[src/rtl/ebus_params.svh]
`ifndef EBUS_PARAMS_SVH
`define EBUS_PARAMS_SVH

// ----------------------------------------------------------------
// widths
// ----------------------------------------------------------------
`define EB_ADDR_W      20
`define EB_DATA_W      16

// ----------------------------------------------------------------
// address fields
// ----------------------------------------------------------------
// top address bit picks the upper memory region
`define EB_REGION_BIT  19
`define EB_ROW_HI      19
`define EB_ROW_LO      10
`define EB_COL_HI      9
`define EB_COL_LO      0
`define EB_ROWCOL_W    10

// ----------------------------------------------------------------
// timing: bus clock is clk / 2, one t-state is two clk cycles
// ----------------------------------------------------------------
`define EB_PHASE_FIRST 1'b0
`define EB_PHASE_LAST  1'b1

// ----------------------------------------------------------------
// reset values
// ----------------------------------------------------------------
`define EB_ADDR_RST    20'h00000
`define EB_DATA_RST    16'h0000

`endif

[src/rtl/ebus_pkg.sv]
package ebus_pkg;
  `include "ebus_params.svh"

  typedef enum logic [2:0] {
    ST_IDLE,
    ST_PRE,
    ST_T1,
    ST_T2,
    ST_T3,
    ST_TW,
    ST_T4
  } bus_state_e;

  typedef struct packed {
    logic                   write;
    logic [`EB_ADDR_W-1:0]  addr;
    logic [`EB_DATA_W-1:0]  wdata;
  } bus_req_s;

  typedef struct packed {
    logic [`EB_ADDR_W-1:0]  nonmux_address_out;
    logic                   nonmux_oe;
    logic [`EB_DATA_W-1:0]  muxed_addr_data_out;
    logic                   muxed_oe;
    logic                   ale;
    logic                   ale_oe;
    logic                   pulldown_en;
    logic                   muxed_pulldown_en;
  } bus_pads_s;
endpackage

[src/rtl/ready_sync.sv]
module ready_sync
  import ebus_pkg::*;
(
  input  wire logic clk,
  input  wire logic rst,
  input  wire logic async_ready_in,
  input  wire logic sync_ready_in,
  output logic      ready
);

  logic async_meta;
  logic async_sync;

  // ----------------------------------------------------------------
  // async ready crossing
  // ----------------------------------------------------------------
  // a late rising edge costs one more clock, never a lost ready
  always_ff @(posedge clk) begin
    if (rst) begin
      async_meta <= 1'b0;
      async_sync <= 1'b0;
    end else begin
      async_meta <= async_ready_in;
      async_sync <= async_meta;
    end
  end

  always_ff @(posedge clk) begin
    if (rst) begin
      ready <= 1'b0;
    end else begin
      ready <= async_sync | sync_ready_in;
    end
  end

endmodule // ready_sync

[src/rtl/external_bus_cycle_interface.sv]
// What this block does
// nonmux address half bus clock before muxed
// reset or hold floats nonmux address, pulled
// dram mode drives row then column address
// lower and upper regions dram independently
// muxed pins carry address in t1
// data phases drive writes, float for reads
// strap suppresses muxed address phase
// muxed pins pulled in reset, bare in hold
// reset captures muxed pins into strap register
// latch strobe falls with address valid
// hold or reset floats latch strobe, pulled
// async ready high completes the transfer
// partner syncs ready for exact wait count
// unsynced async ready may add one bus clock
// no waits means both readies tied high; the partner model raises only the ready selected by use_async
// unused async ready is tied low
// wait states until ready, then finish
module external_bus_cycle_interface
  import ebus_pkg::*;
(
  input  wire logic                  clk,
  input  wire logic                  rst,
  input  wire logic                  req_valid,
  input  wire bus_req_s              req,
  output logic                       req_ready,
  output logic                       rsp_valid,
  output logic [`EB_DATA_W-1:0]      rsp_rdata,
  input  wire logic                  hold_req,
  output logic                       hold_ack,
  input  wire logic                  dram_lower_en,
  input  wire logic                  dram_upper_en,
  input  wire logic                  address_phase_strap,
  input  wire logic                  async_ready_in,
  input  wire logic                  sync_ready_in,
  input  wire logic [`EB_DATA_W-1:0] muxed_addr_data_bus,
  output bus_pads_s                  pads,
  output logic                       bus_clock_out,
  output logic [`EB_DATA_W-1:0]      reset_strap_capture,
  output logic                       addr_phase_off
);

  bus_state_e state;
  bus_state_e next_state;
  logic       phase;
  logic       next_phase;
  logic       next_hold;
  logic       take;
  logic       ready;
  logic       cur_dram;
  logic       t1_open;
  logic       t4_sample;
  logic       t4_done;
  bus_req_s   cur;

  function automatic logic in_dram(input logic [`EB_ADDR_W-1:0] a,
                                   input logic lo_en, input logic hi_en);
    in_dram = a[`EB_REGION_BIT] ? hi_en : lo_en;
  endfunction

  ready_sync u_ready (
    .clk            (clk),
    .rst            (rst),
    .async_ready_in (async_ready_in),
    .sync_ready_in  (sync_ready_in),
    .ready          (ready)
  );

  // ----------------------------------------------------------------
  // bus clock and t-state phase
  // ----------------------------------------------------------------
  // phase 0 is the first half of a t-state, when the bus clock is high
  assign next_phase = ~phase;

  always_ff @(posedge clk) begin
    if (rst) begin
      phase         <= `EB_PHASE_FIRST;
      bus_clock_out <= 1'b0;
    end else begin
      phase         <= next_phase;
      bus_clock_out <= (next_phase == `EB_PHASE_FIRST);
    end
  end

  // ----------------------------------------------------------------
  // strap capture
  // ----------------------------------------------------------------
  // sampled on every reset cycle, so the last one before release wins
  always_ff @(posedge clk) begin
    if (rst) begin
      reset_strap_capture <= muxed_addr_data_bus;
      addr_phase_off      <= address_phase_strap;
    end
  end

  // ----------------------------------------------------------------
  // cycle sequencer
  // ----------------------------------------------------------------
  assign take = req_valid & req_ready;

  always_comb begin
    next_state = state;
    unique case (state)
      ST_IDLE: if (take) next_state = ST_PRE;
      ST_PRE:  next_state = ST_T1;
      ST_T1:   if (phase == `EB_PHASE_LAST) next_state = ST_T2;
      ST_T2:   if (phase == `EB_PHASE_LAST) next_state = ST_T3;
      ST_T3, ST_TW: begin
        if (phase == `EB_PHASE_LAST) next_state = ready ? ST_T4 : ST_TW;
      end
      ST_T4:   if (phase == `EB_PHASE_LAST) next_state = ST_IDLE;
    endcase
  end

  // hold waits for idle, so a running cycle always finishes first
  assign next_hold = hold_req & (next_state == ST_IDLE);

  // ----------------------------------------------------------------
  // t-state strobes
  // ----------------------------------------------------------------
  // named once so the strobe, sample and reply logic agree on the halves
  assign t1_open   = (next_state == ST_T1) && (next_phase == `EB_PHASE_FIRST);
  assign t4_sample = (state == ST_T4) && (phase == `EB_PHASE_FIRST);
  assign t4_done   = (state == ST_T4) && (phase == `EB_PHASE_LAST);

  always_ff @(posedge clk) begin
    if (rst) begin
      state <= ST_IDLE;
    end else begin
      state <= next_state;
    end
  end

  // dram choice is frozen at take; a later enable change waits for the next cycle
  always_ff @(posedge clk) begin
    if (rst) begin
      cur      <= '0;
      cur_dram <= 1'b0;
    end else if (take) begin
      cur      <= req;
      cur_dram <= in_dram(req.addr, dram_lower_en, dram_upper_en);
    end
  end

  // ----------------------------------------------------------------
  // user side handshake
  // ----------------------------------------------------------------
  // requests open only on a first half so t1 lines up with the bus clock
  always_ff @(posedge clk) begin
    if (rst) begin
      req_ready <= 1'b0;
      hold_ack  <= 1'b0;
      rsp_valid <= 1'b0;
      rsp_rdata <= `EB_DATA_RST;
    end else begin
      req_ready <= (next_state == ST_IDLE) && (next_phase == `EB_PHASE_FIRST) && !hold_req;
      hold_ack  <= next_hold;
      rsp_valid <= t4_done;
      if (t4_sample && !cur.write) begin
        rsp_rdata <= muxed_addr_data_bus;
      end
    end
  end

  // ----------------------------------------------------------------
  // pad drivers
  // ----------------------------------------------------------------
  always_ff @(posedge clk) begin
    if (rst) begin
      pads.nonmux_address_out  <= `EB_ADDR_RST;
      pads.nonmux_oe           <= 1'b0;
      pads.pulldown_en         <= 1'b1;
      pads.muxed_pulldown_en   <= 1'b1;
    end else begin
      pads.nonmux_oe         <= !next_hold;
      pads.pulldown_en       <= next_hold;
      pads.muxed_pulldown_en <= 1'b0;
      if (next_state == ST_PRE) begin
        // one clk ahead of t1: half a bus clock before the muxed address
        if (in_dram(req.addr, dram_lower_en, dram_upper_en)) begin
          pads.nonmux_address_out <= `EB_ADDR_W'(req.addr[`EB_ROW_HI:`EB_ROW_LO]);
        end else begin
          pads.nonmux_address_out <= req.addr;
        end
      end else if (next_state == ST_T2 && cur_dram) begin
        pads.nonmux_address_out <= `EB_ADDR_W'(cur.addr[`EB_COL_HI:`EB_COL_LO]);
      end
    end
  end

  always_ff @(posedge clk) begin
    if (rst) begin
      pads.muxed_addr_data_out <= `EB_DATA_RST;
      pads.muxed_oe            <= 1'b0;
    end else begin
      unique case (next_state)
        ST_T1: begin
          pads.muxed_addr_data_out <= cur.addr[`EB_DATA_W-1:0];
          pads.muxed_oe            <= !addr_phase_off;
        end
        ST_T2, ST_T3, ST_TW, ST_T4: begin
          pads.muxed_addr_data_out <= cur.wdata;
          pads.muxed_oe            <= cur.write;
        end
        default: begin
          pads.muxed_oe            <= 1'b0;
        end
      endcase
    end
  end

  // strobe high in the first half of t1, falls mid t1 with address stable
  always_ff @(posedge clk) begin
    if (rst) begin
      pads.ale    <= 1'b0;
      pads.ale_oe <= 1'b0;
    end else begin
      pads.ale    <= t1_open;
      pads.ale_oe <= !next_hold;
    end
  end

endmodule // external_bus_cycle_interface

[config.mk]
export PLATFORM = sky130hd
export DESIGN_NAME = external_bus_cycle_interface
export DESIGN_NICKNAME = d
export VERILOG_FILES = /design/src/rtl/ebus_pkg.sv /design/src/rtl/ready_sync.sv /design/src/rtl/external_bus_cycle_interface.sv
export VERILOG_INCLUDE_DIRS = /design/src /design/src/rtl
export SDC_FILE = /design/constraint.sdc
export NUM_CORES = 1
export LEC_CHECK = 0
export ABC_AREA = 1
export BUFFER_PORTS_ARGS = -buffer_cell sky130_fd_sc_hd__buf_2
export CAP_MARGIN = 20
export CORE_MARGIN = 1
export CORE_UTILIZATION = 45
export CTS_CLUSTER_SIZE = 12
export DETAILED_ROUTE_END_ITERATION = 12
export GPL_TIMING_DRIVEN = 0
export PLACE_DENSITY = 0.79
export SETUP_SLACK_MARGIN = 0.4
export SYNTH_ARGS = -nofsm -noshare
export SYNTH_HDL_FRONTEND = slang
export SYNTH_SLANG_ARGS = --single-unit
[constraint.sdc]
create_clock -name clk -period 2 [get_ports clk]
set_clock_uncertainty 0.2 [all_clocks]
set_input_delay 0 -clock clk [delete_from_list [all_inputs] [get_ports clk]]
set_output_delay 0 -clock clk [all_outputs]
set_load 0.005 [all_outputs]
==> results of run 1 <==
power groups by stage:
stage / Combinational (W) / Clock, W / Sequential (W)
after floorplan: 0.000213 / 0 / 0.00259
after global placement: 0.000390 / 0 / 0.00258
after detailed placement: 0.000401 / 0 / 0.00259
after CTS: 0.000562 / 0.00266 / 0.00254
after global routing: 0.000656 / 0.00281 / 0.00255
final: 0.000616 / 0.00270 / 0.00254
sequential cells by signal, indices dropped and copies added (netlist names):
signal and count:
pads 41, addr_phase_off 1, u_ready.async_meta 1, cur 33, bus_clock_out 1, rsp_valid 1
rsp_rdata 16, u_ready.ready 1, state 3, u_ready.async_sync 1, cur_dram 1, req_ready 1
phase 1, hold_ack 1, reset_strap_capture 16
path summary, 6_finish.rpt:
check	to	cells past startpoint
worst min-delay path	reset_strap_capture[7]	2
worst max register to register	pads[10]	10
worst max-delay path	pads[10]	10
worst min register to register	u_ready.async_sync	2
synth_stat cells (2+ instances only):
library cell and number:
nor2_1 98, buf_6 3, dfxtp_1 102, inv_1 8, buf_2 5, nor3_1 11
inv_4 2, o21ai_0 39, nand2_8 2, nor2_2 4, nand2_1 95, o21ai_1 5
clkbuf_1 21, nand2_4 2, a21oi_1 57, inv_2 4, buf_4 3, nand3_1 51
nand2_2 11, a21oi_2 10, clkinv_1 3, edfxtp_1 17, nand3_2 4
worst max-delay path: stages, from the launching register on:
cell and delay (ns):
dfxtp_2 0.37, buf_6 0.14, nand3_4 0.10, buf_4 0.15
nand2_1 0.14, nand3_4 0.14, nand2_4 0.15, nand2_8 0.09
clkbuf_16 0.17, nand2_2 0.07, a21oi_2 0.05
stage by stage:
step / utilization [%] / instances / power (W) / area, um2
after floorplan: - / 568 / 0.00280 / 4780
after global placement: 55.2 / 844 / 0.00297 / 5650
after detailed placement: 55.2 / 844 / 0.00299 / 5650
final: 73.7 / 977 / 0.00586 / 7540
after CTS: 71.1 / 969 / 0.00576 / 7270
after global routing: 73.7 / 977 / 0.00601 / 7540
what timing repair did:
item,CTS,global route
hold buffers,76,0
gates resized for setup,54,57
setup endpoints to repair,83,84
buffers inserted,11,6
hold endpoints to repair,114,0
pin swaps,12,12
cloned,6,2
final cells by class:
class / count / area (um2) / area share, %
Inverter: 18 / 98.8 / 1.31
Multi-Input combinational cell: 399 / 2220 / 29.5
Clock inverter: 15 / 108 / 1.43
Timing Repair inverter: 1 / 6.26 / 0.0829
Clock buffer: 17 / 414 / 5.49
Sequential cell: 119 / 2560 / 34.0
Buffer: 34 / 251 / 3.33
Tap cell: 136 / 170 / 2.26
Timing Repair Buffer: 238 / 1710 / 22.7
metal layers:
metal / global-route usage [%] / part of all wire [%] / wire (um)
met1: 31.4 / 36 / 6380
met2: 50.9 / 50 / 8790
met3: 8.52 / 8.4 / 1490
met4: 12.7 / 6.0 / 1060
met5: 0 / 0 / 0
kinds of logic (layout without fill, tap and decap cells):
kind of cell | Yosys count | after routing
AND/OR/NAND/NOR | 282 | 284
flip-flops | 119 | 119
buffers and inverters | 52 | 323
AO/OA/AOI/OAI | 115 | 115
placed cells by master, fill, tap and decap left out, types with 16 or more instances in the layout:
cell | Yosys | layout
buf_2 | 5 | 142
dfxtp_1 | 102 | 99
nor2_1 | 98 | 92
nand2_1 | 95 | 78
dlygate4sd3_1 | 0 | 75
nand3_1 | 51 | 48
a21oi_1 | 57 | 43
o21ai_0 | 39 | 34
a21oi_2 | 10 | 24
edfxtp_1 | 17 | 17
clkbuf_16 | 0 | 17
nand2_2 | 11 | 16
==> flow_summary_export.csv, run 1 <==
group,metric,value,unit
run_status,status,"complete, no violations",
synthesis,synth_area_per_cell,8.31,um2
synthesis,ys_warn_count,0,
detailed_routing,vias,5392,
critical_path,crit_fanout,7,
clock_tree,cts_tree,"built",
timing,final_hold_viol_count,0,
timing,rsz0062_at_grt,"true",
synthesis,synth_compound_area_share,13.4,%
clock_tree,cts-root-buf,"clkbuf_8",
global_routing,grt_pass1_vias,5067,
power,share_comb_of_total_power,10.5,%
critical_path,r2r_slack,0.09,ns
clock_tree,numClockSinks,119,
clock_tree,clk_pin_slew,0.06,ns
power,p_leak,3.23,nW
global_routing,overflow,0,
power,sw_frac_of_total,26.3,%
floorplanning,die_width,104,um
power,p_int,0.00432,W
power,p_seq_share,43.4,%
critical_path,critPathCaptureType,"flop",
synthesis,ys_seq_area_share,54.1,%
layout,syn2layout_area_growth,59.8,%
synthesis,syn_inst,568,
synthesis,synth_fa_ha_area_share,0,%
power,clkPwrFrac,46.1,%
synthesis,synth_area_leaders,"dfxtp_1 43%, edfxtp_1 11%, nor2_1 7.8%",
detailed_routing,wl,17700,um
synthesis,synth.distinct_cells,34,
critical_path,critPathArrivalTime,2.10,ns
layout,drive_gt1_share,37.0,%
synthesis,synthXorXnorAreaFrac,0,%
critical_path,crit_path_start_kind,"flop",
synthesis,syn_area,4720,um2
floorplanning,coreArea,10200,um2
synthesis,yosys.area.top_type,"dfxtp_1",
synthesis,syn_nets,630,
power,max-vdd-ir-drop,0.568,mV
detailed_routing,routed_via_density,5.52,
placement,io_buffers,140,
floorplanning,ioPinCount,141,
run,maxCapViolCount,0,
clock_tree,cts_buffer_depth,2,
timing,maxSlewViolCount,0,
critical_path,worst-setup-path-type,"reg2reg",
synthesis,synth-seq-cells,119,
timing,setup_tns,0,ns
detailed_routing,drtAntennaViolNets,0,
global_routing,grt_start_max_net_pins,19,
synthesis,synthMuxAreaShare,0,%
critical_path,critPathRequiredTime,2.19,ns
global_routing,grt_pass1_wl,24400,um
floorplanning,fp.dieArea,10900,um2
detailed_routing,drtIter0Drc,498,
placement,gp_congestion,0.847,
timing,final-setup-viol-count,0,
global_routing,antenna_found_initial,0,
global_routing,grt.total_usage,28.7,%
floorplanning,initial_utilization,46.1,%
timing,fin_crit,1.91,ns
synthesis,synth_top_family_by_area,"simple AND/OR/NAND/NOR gates",
timing,timing.fmax,524,MHz
critical_path,startpoint,"state[1]",
min_path,hold_class,"in2reg",
layout,fillers,647,
floorplanning,row_count,37,
timing,worst-slew-pin-transition,0.869,ns
synthesis,synth-async-reset-ratio,0,%
power,netSwitchingPower,0.00154,W
placement,dp_hpwl,9300,um
clock_tree,clk_latency,0.53,ns
detailed_routing,wire_per_inst,18.1,um
floorplanning,dieHeight,104,um
detailed_routing,dr.pass1.iters,5,
timing,worst_slack,0.0911,ns
layout,final_nets,890,
placement,dp_slack,0.135,ns
timing,timing.hold.ws,0.0122,ns
synthesis,ys.flop_type,"dfxtp_1",
synthesis,yosys.area_share.simple,27.0,%
timing,period_share,95.4,%
clock_tree,cts_buffers,17,
min_path,min_from,"muxed_addr_data_bus[7]",
synthesis,yosysTopAreaCellShare,43.3,%
detailed_routing,drc,0,
clock_tree,cts-htree-levels,4,
power,p_per_area,776,nW/um2
critical_path,r2r-start,"state[1]",
synthesis,synth-edff-count,17,
timing,max_slew_margin,41.9,%
layout,antenna_cells,0,
(Power assumes the default switching activity.)
==> inputs of run 2 (changes only) <==
--- a/config.mk
+++ b/config.mk
@@ -14,6 +14,7 @@
 export CTS_CLUSTER_SIZE = 12
 export DETAILED_ROUTE_END_ITERATION = 12
 export GPL_TIMING_DRIVEN = 0
+export MAX_ROUTING_LAYER = met4
 export PLACE_DENSITY = 0.79
 export SETUP_SLACK_MARGIN = 0.4
 export SYNTH_ARGS = -nofsm -noshare
==> flow_summary_export.csv, run 2 (synthesized netlist as in run 1, its figures left out) <==
group,metric,value,unit
placement,dp_cells,844,
timing,maxSlewViolCount,0,
critical_path,r2r-start,"phase",
clock_tree,clk_pin_slew,0.06,ns
min_path,hold_class,"in2reg",
layout,mostFrequentLayoutCells,"142 x buf_2, 99 x dfxtp_1, 91 x nor2_1",
power,p_leak,3.29,nW
floorplanning,die_width,104,um
global_routing,grt.total_usage,29.5,%
detailed_routing,drtIter0Drc,520,
power,share_comb_of_total_power,10.9,%
power,max-vdd-ir-drop,0.589,mV
run,maxCapViolCount,0,
detailed_routing,routed_via_density,5.70,
floorplanning,fp.dieArea,10900,um2
clock_tree,cts_tree,"built",
clock_tree,clk_latency,0.54,ns
critical_path,crit_path_start_kind,"flop",
layout,final_common_cell,"buf_2",
timing,final_hold_viol_count,0,
layout,stdcell_area,7710,um2
min_path,min_from,"muxed_addr_data_bus[7]",
timing,rsz0062_at_grt,"true",
layout,regArea,2560,um2
detailed_routing,wl,18500,um
global_routing,grt_pass1_wl,24400,um
placement,io_buffers,140,
clock_tree,cts_buffers,17,
placement,place_area,5650,um2
critical_path,critPathArrivalTime,2.24,ns
floorplanning,dieHeight,104,um
critical_path,crit_fanout,7,
timing,fin_crit,1.98,ns
run_status,status,"complete, no violations",
clock_tree,numClockSinks,119,
layout,syn2layout_area_growth,63.4,%
power,netSwitchingPower,0.00157,W
layout,regMostFlops,"pads",
floorplanning,ioPinCount,141,
min_path,holdPathStages,2,
critical_path,ff2ff_path_depth,10,
floorplanning,row_count,37,
detailed_routing,dr.pass1.iters,6,
timing,period_share,99.2,%
layout,antenna_cells,0,
power,sw_frac_of_total,26.6,%
global_routing,antenna_found_initial,0,
detailed_routing,drtAntennaViolNets,0,
critical_path,critPathRequiredTime,2.26,ns
timing,max_slew_margin,42.1,%
detailed_routing,vias,5584,
layout,final_nets,893,
layout,drive_gt1_share,40.4,%
power,total_power,0.00589,W
power,p_int,0.00432,W
critical_path,critPathCaptureType,"flop",
layout,top_regs,"pads x41, cur x33",
global_routing,overflow,0,
layout,fin_cells,980,
power,clkPwrFrac,45.9,%
timing,worst-slew-pin-transition,0.866,ns
layout,fin_util,75.4,%
critical_path,cp-endpoint,"pads[10]",
critical_path,r2r_slack,0.02,ns
clock_tree,cts-htree-levels,4,
layout,fillers,597,
power,p_per_area,764,nW/um2
placement,dp_hpwl,9300,um
timing,final-setup-viol-count,0,
timing,timing.fmax,504,MHz
clock_tree,cts_buffer_depth,2,
detailed_routing,wire_per_inst,18.9,um
power,p_seq_share,43.2,%
detailed_routing,drc,0,
critical_path,r2r-end,"pads[10]",
global_routing,grt_start_max_net_pins,19,
clock_tree,cts-root-buf,"clkbuf_8",
layout,largest_reg_flops,41,
floorplanning,initial_utilization,46.1,%
floorplanning,coreArea,10200,um2
timing,timing.hold.ws,0.0124,ns
critical_path,worst-setup-path-type,"reg2reg",
critical_path,startpoint,"phase",
global_routing,grt_pass1_vias,5065,
layout,multiInputGateArea,2350,um2
placement,gp_congestion,0.860,
==> run 2: worst min-delay path by stage <==
stage	slack [ns]	endpoint
after floorplan	-0.17	pads[0]
after global placement	-0.02	req_ready
after detailed placement	-0.02	addr_phase_off
after CTS	0.0003	rsp_rdata[8]
after global routing	0.008	reset_strap_capture[2]
final	0.01	reset_strap_capture[7]
==> run 2: area by class of cell <==
cell class                 count  area share, %
sequential                   119           33.2
timing repair buffer         241           22.5
multi-input combinational    399           30.5
clock buffer                  17           5.37
buffer                        34           3.39
clock inverter                15           1.40
tap                          136           2.21
timing repair inverter         1         0.0811
inverter                      18           1.28
==> run 2: metrics by stage <==
stage / setup slack (ns) / TNS [ns]
final: 0.0153 / 0
after global routing: -0.0532 / -0.222
after CTS: 0.199 / 0
after detailed placement: 0.135 / 0
after global placement: 0.170 / 0
after floorplan: 0.328 / 0
==> run 2: what timing repair did <==
item	CTS	global route
buffers inserted	11	9
endpoints found under the hold margin	114	0
hold buffers	76	0
resized for setup	54	96
gates cloned	6	2
endpoints found under the setup margin	83	84
pin swaps	12	20
==> run 2: critical path, cell delays in order (launching register included) <==
cell and delay, ns:
dfxtp_1 0.34, buf_6 0.16, nand2_1 0.10, nor3_1 0.32
nor2_2 0.12, nand3_4 0.14, nand2_8 0.09, nand2_8 0.10
clkbuf_16 0.15, nand2_2 0.06, a21oi_2 0.13
==> run 2: layer usage <==
metal	global-route usage, %	share of wire [%]
met1	31.6	37
met2	50.9	49
met3	8.40	7.6
met4	12.7	6.4
met5	-	0
==> run 2: power by group through the flow <==
stage	sequential (W)	combinational, W	clock [W]
after global placement	0.00258	0.000390	0
after global routing	0.00255	0.000680	0.00282
after CTS	0.00254	0.000562	0.00266
after floorplan	0.00259	0.000213	0
after detailed placement	0.00259	0.000401	0
final	0.00254	0.000641	0.00271
==> inputs of run 3 (changes only) <==
==> constraint.sdc (replaced) <==
create_clock -name clk -period 2.5 [get_ports clk]
set_clock_uncertainty 0.2 [all_clocks]
set_input_delay 0 -clock clk [delete_from_list [all_inputs] [get_ports clk]]
set_output_delay 0 -clock clk [all_outputs]
set_load 0.005 [all_outputs]
==> flow_summary_export.csv, run 3 (synthesized netlist as in run 1, its figures left out) <==
group,metric,value,unit
floorplanning,fp.dieArea,10900,um2
placement,io_buffers,140,
layout,final_nets,865,
detailed_routing,vias,4819,
critical_path,r2r-start,"state[1]",
critical_path,ff2ff_path_depth,11,
detailed_routing,drc,0,
layout,antenna_cells,0,
clock_tree,clk_pin_slew,0.06,ns
layout,fin_cells,952,
global_routing,grt_start_max_net_pins,19,
global_routing,overflow,0,
detailed_routing,drtAntennaViolNets,0,
critical_path,critPathCaptureType,"flop",
floorplanning,coreArea,10200,um2
layout,mostFrequentLayoutCells,"143 x buf_2, 101 x dfxtp_1, 98 x nor2_1",
floorplanning,dieHeight,104,um
global_routing,grt_pass1_wl,23000,um
min_path,holdPathStages,2,
critical_path,crit_fanout,10,
clock_tree,clk_latency,0.52,ns
global_routing,grt_pass1_vias,4708,
placement,dp_cells,844,
detailed_routing,routed_via_density,5.06,
run_status,status,"complete, no violations",
global_routing,grt.total_usage,27.6,%
critical_path,r2r_slack,0.54,ns
clock_tree,numClockSinks,119,
timing,setup_tns,0,ns
critical_path,worst-setup-path-type,"reg2reg",
clock_tree,cts-htree-levels,4,
critical_path,startpoint,"state[1]",
clock_tree,cts_buffers,17,
power,p_per_area,705,nW/um2
run,maxCapViolCount,0,
timing,rsz0062_at_grt,"false",
floorplanning,ioPinCount,141,
global_routing,antenna_found_initial,0,
critical_path,critPathArrivalTime,2.21,ns
timing,final_hold_viol_count,0,
layout,syn2layout_area_growth,47.7,%
layout,largest_reg_flops,41,
timing,period_share,78.6,%
detailed_routing,wl,14100,um
critical_path,critPathRequiredTime,2.75,ns
floorplanning,initial_utilization,46.1,%
floorplanning,die_width,104,um
detailed_routing,drtIter0Drc,391,
clock_tree,cts_tree,"built",
layout,drive_gt1_share,28.4,%
layout,top_regs,"pads x41, cur x33",
timing,timing.fmax,509,MHz
layout,final_common_cell,"buf_2",
critical_path,cp-endpoint,"pads[18]",
timing,maxSlewViolCount,0,
timing,fin_crit,1.96,ns
timing,timing.hold.ws,0.0199,ns
timing,max_slew_margin,46.2,%
placement,gp_congestion,0.850,
detailed_routing,dr.pass1.iters,5,
clock_tree,cts_buffer_depth,2,
layout,regMostFlops,"pads",
layout,fin_util,68.2,%
timing,worst-slew-pin-transition,0.805,ns
floorplanning,row_count,37,
placement,dp_hpwl,8950,um
clock_tree,cts-root-buf,"clkbuf_8",
min_path,hold_class,"in2reg",
timing,final-setup-viol-count,0,
critical_path,r2r-end,"pads[18]",
power,p_leak,3.03,nW
power,max-vdd-ir-drop,0.433,mV
detailed_routing,wire_per_inst,14.8,um
critical_path,crit_path_start_kind,"flop",
## run 3: cell types whose count changed in the layout (fill, tap and decap cells not counted), moves of 7 or more
cell / change
a21oi_1: +23
a21oi_2: -23
buf_4: -10
buf_6: -12
nand2_1: +26
nand2_2: -10
nand2_4: -14
nor2_1: +7
## run 3: how the worst min path moves through the flow
| stage | from | slack (ns) | endpoint |
|---|---|---|---|
| after global routing | muxed_addr_data_bus[0] | 0.01 | reset_strap_capture[0] |
| after global placement | hold_req | -0.02 | req_ready |
| final | muxed_addr_data_bus[6] | 0.02 | reset_strap_capture[6] |
| after floorplan | rst | -0.17 | pads[0] |
| after detailed placement | hold_req | -0.02 | req_ready |
| after CTS | muxed_addr_data_bus[9] | 0.002 | reset_strap_capture[9] |
## run 3: power breakdown
part           leakage [nW]  switching (W)  internal, W  total [W]
registers             0.993      0.0000270      0.00200    0.00203
clock network         0.292       0.000860      0.00161    0.00247
logic                  1.75       0.000217     0.000204   0.000421
total                  3.03        0.00110      0.00381    0.00492
## run 3: metrics by stage
stage               power [W]  setup WS (ns)  instance area, um2
floorplan             0.00223          0.747                4720
global placement      0.00237          0.595                5590
detailed placement    0.00238          0.542                5590
CTS                   0.00491          0.431                6930
global route          0.00507          0.410                6970
finish                0.00492          0.535                6970
## run 3: what timing repair did
| action | in CTS | in global routing |
|---|---|---|
| hold buffers | 74 | 0 |
| setup endpoints to repair | 0 | 17 |
| buffers inserted | 0 | 2 |
| hold endpoints to repair | 114 | 0 |
| resized for setup | 0 | 10 |
## run 3: critical path: stages (launching register included)
cell and delay (ns):
dfxtp_1 0.29, clkbuf_4 0.17, nand3_1 0.12, nor2_1 0.06, nor2_2 0.20, nand3_2 0.13, nor2_4 0.14, nand2_4 0.12
nand2_8 0.11, buf_12 0.13, nand2_2 0.06, a21oi_2 0.13
## run 3: metal layers
metal  GRT usage, %  vias up  wire [um]  part of all wire (%)
li1               -     2356          -                     -
met1           32.4     2226       5890                    42
met2           45.0      192       7030                    50
met3           5.70       45        802                   5.7
met4           13.6        0        401                   2.8
met5              -        -          0                     0
## run 3: layout make-up
type | count | area (um2)
Fill cell | 758 | 3260
Timing Repair Buffer | 216 | 1470
Multi-Input combinational cell | 397 | 1910
Clock buffer | 18 | 418
Buffer | 34 | 193
Tap cell | 136 | 170
Sequential cell | 119 | 2550
Inverter | 18 | 77.6
Clock inverter | 14 | 181
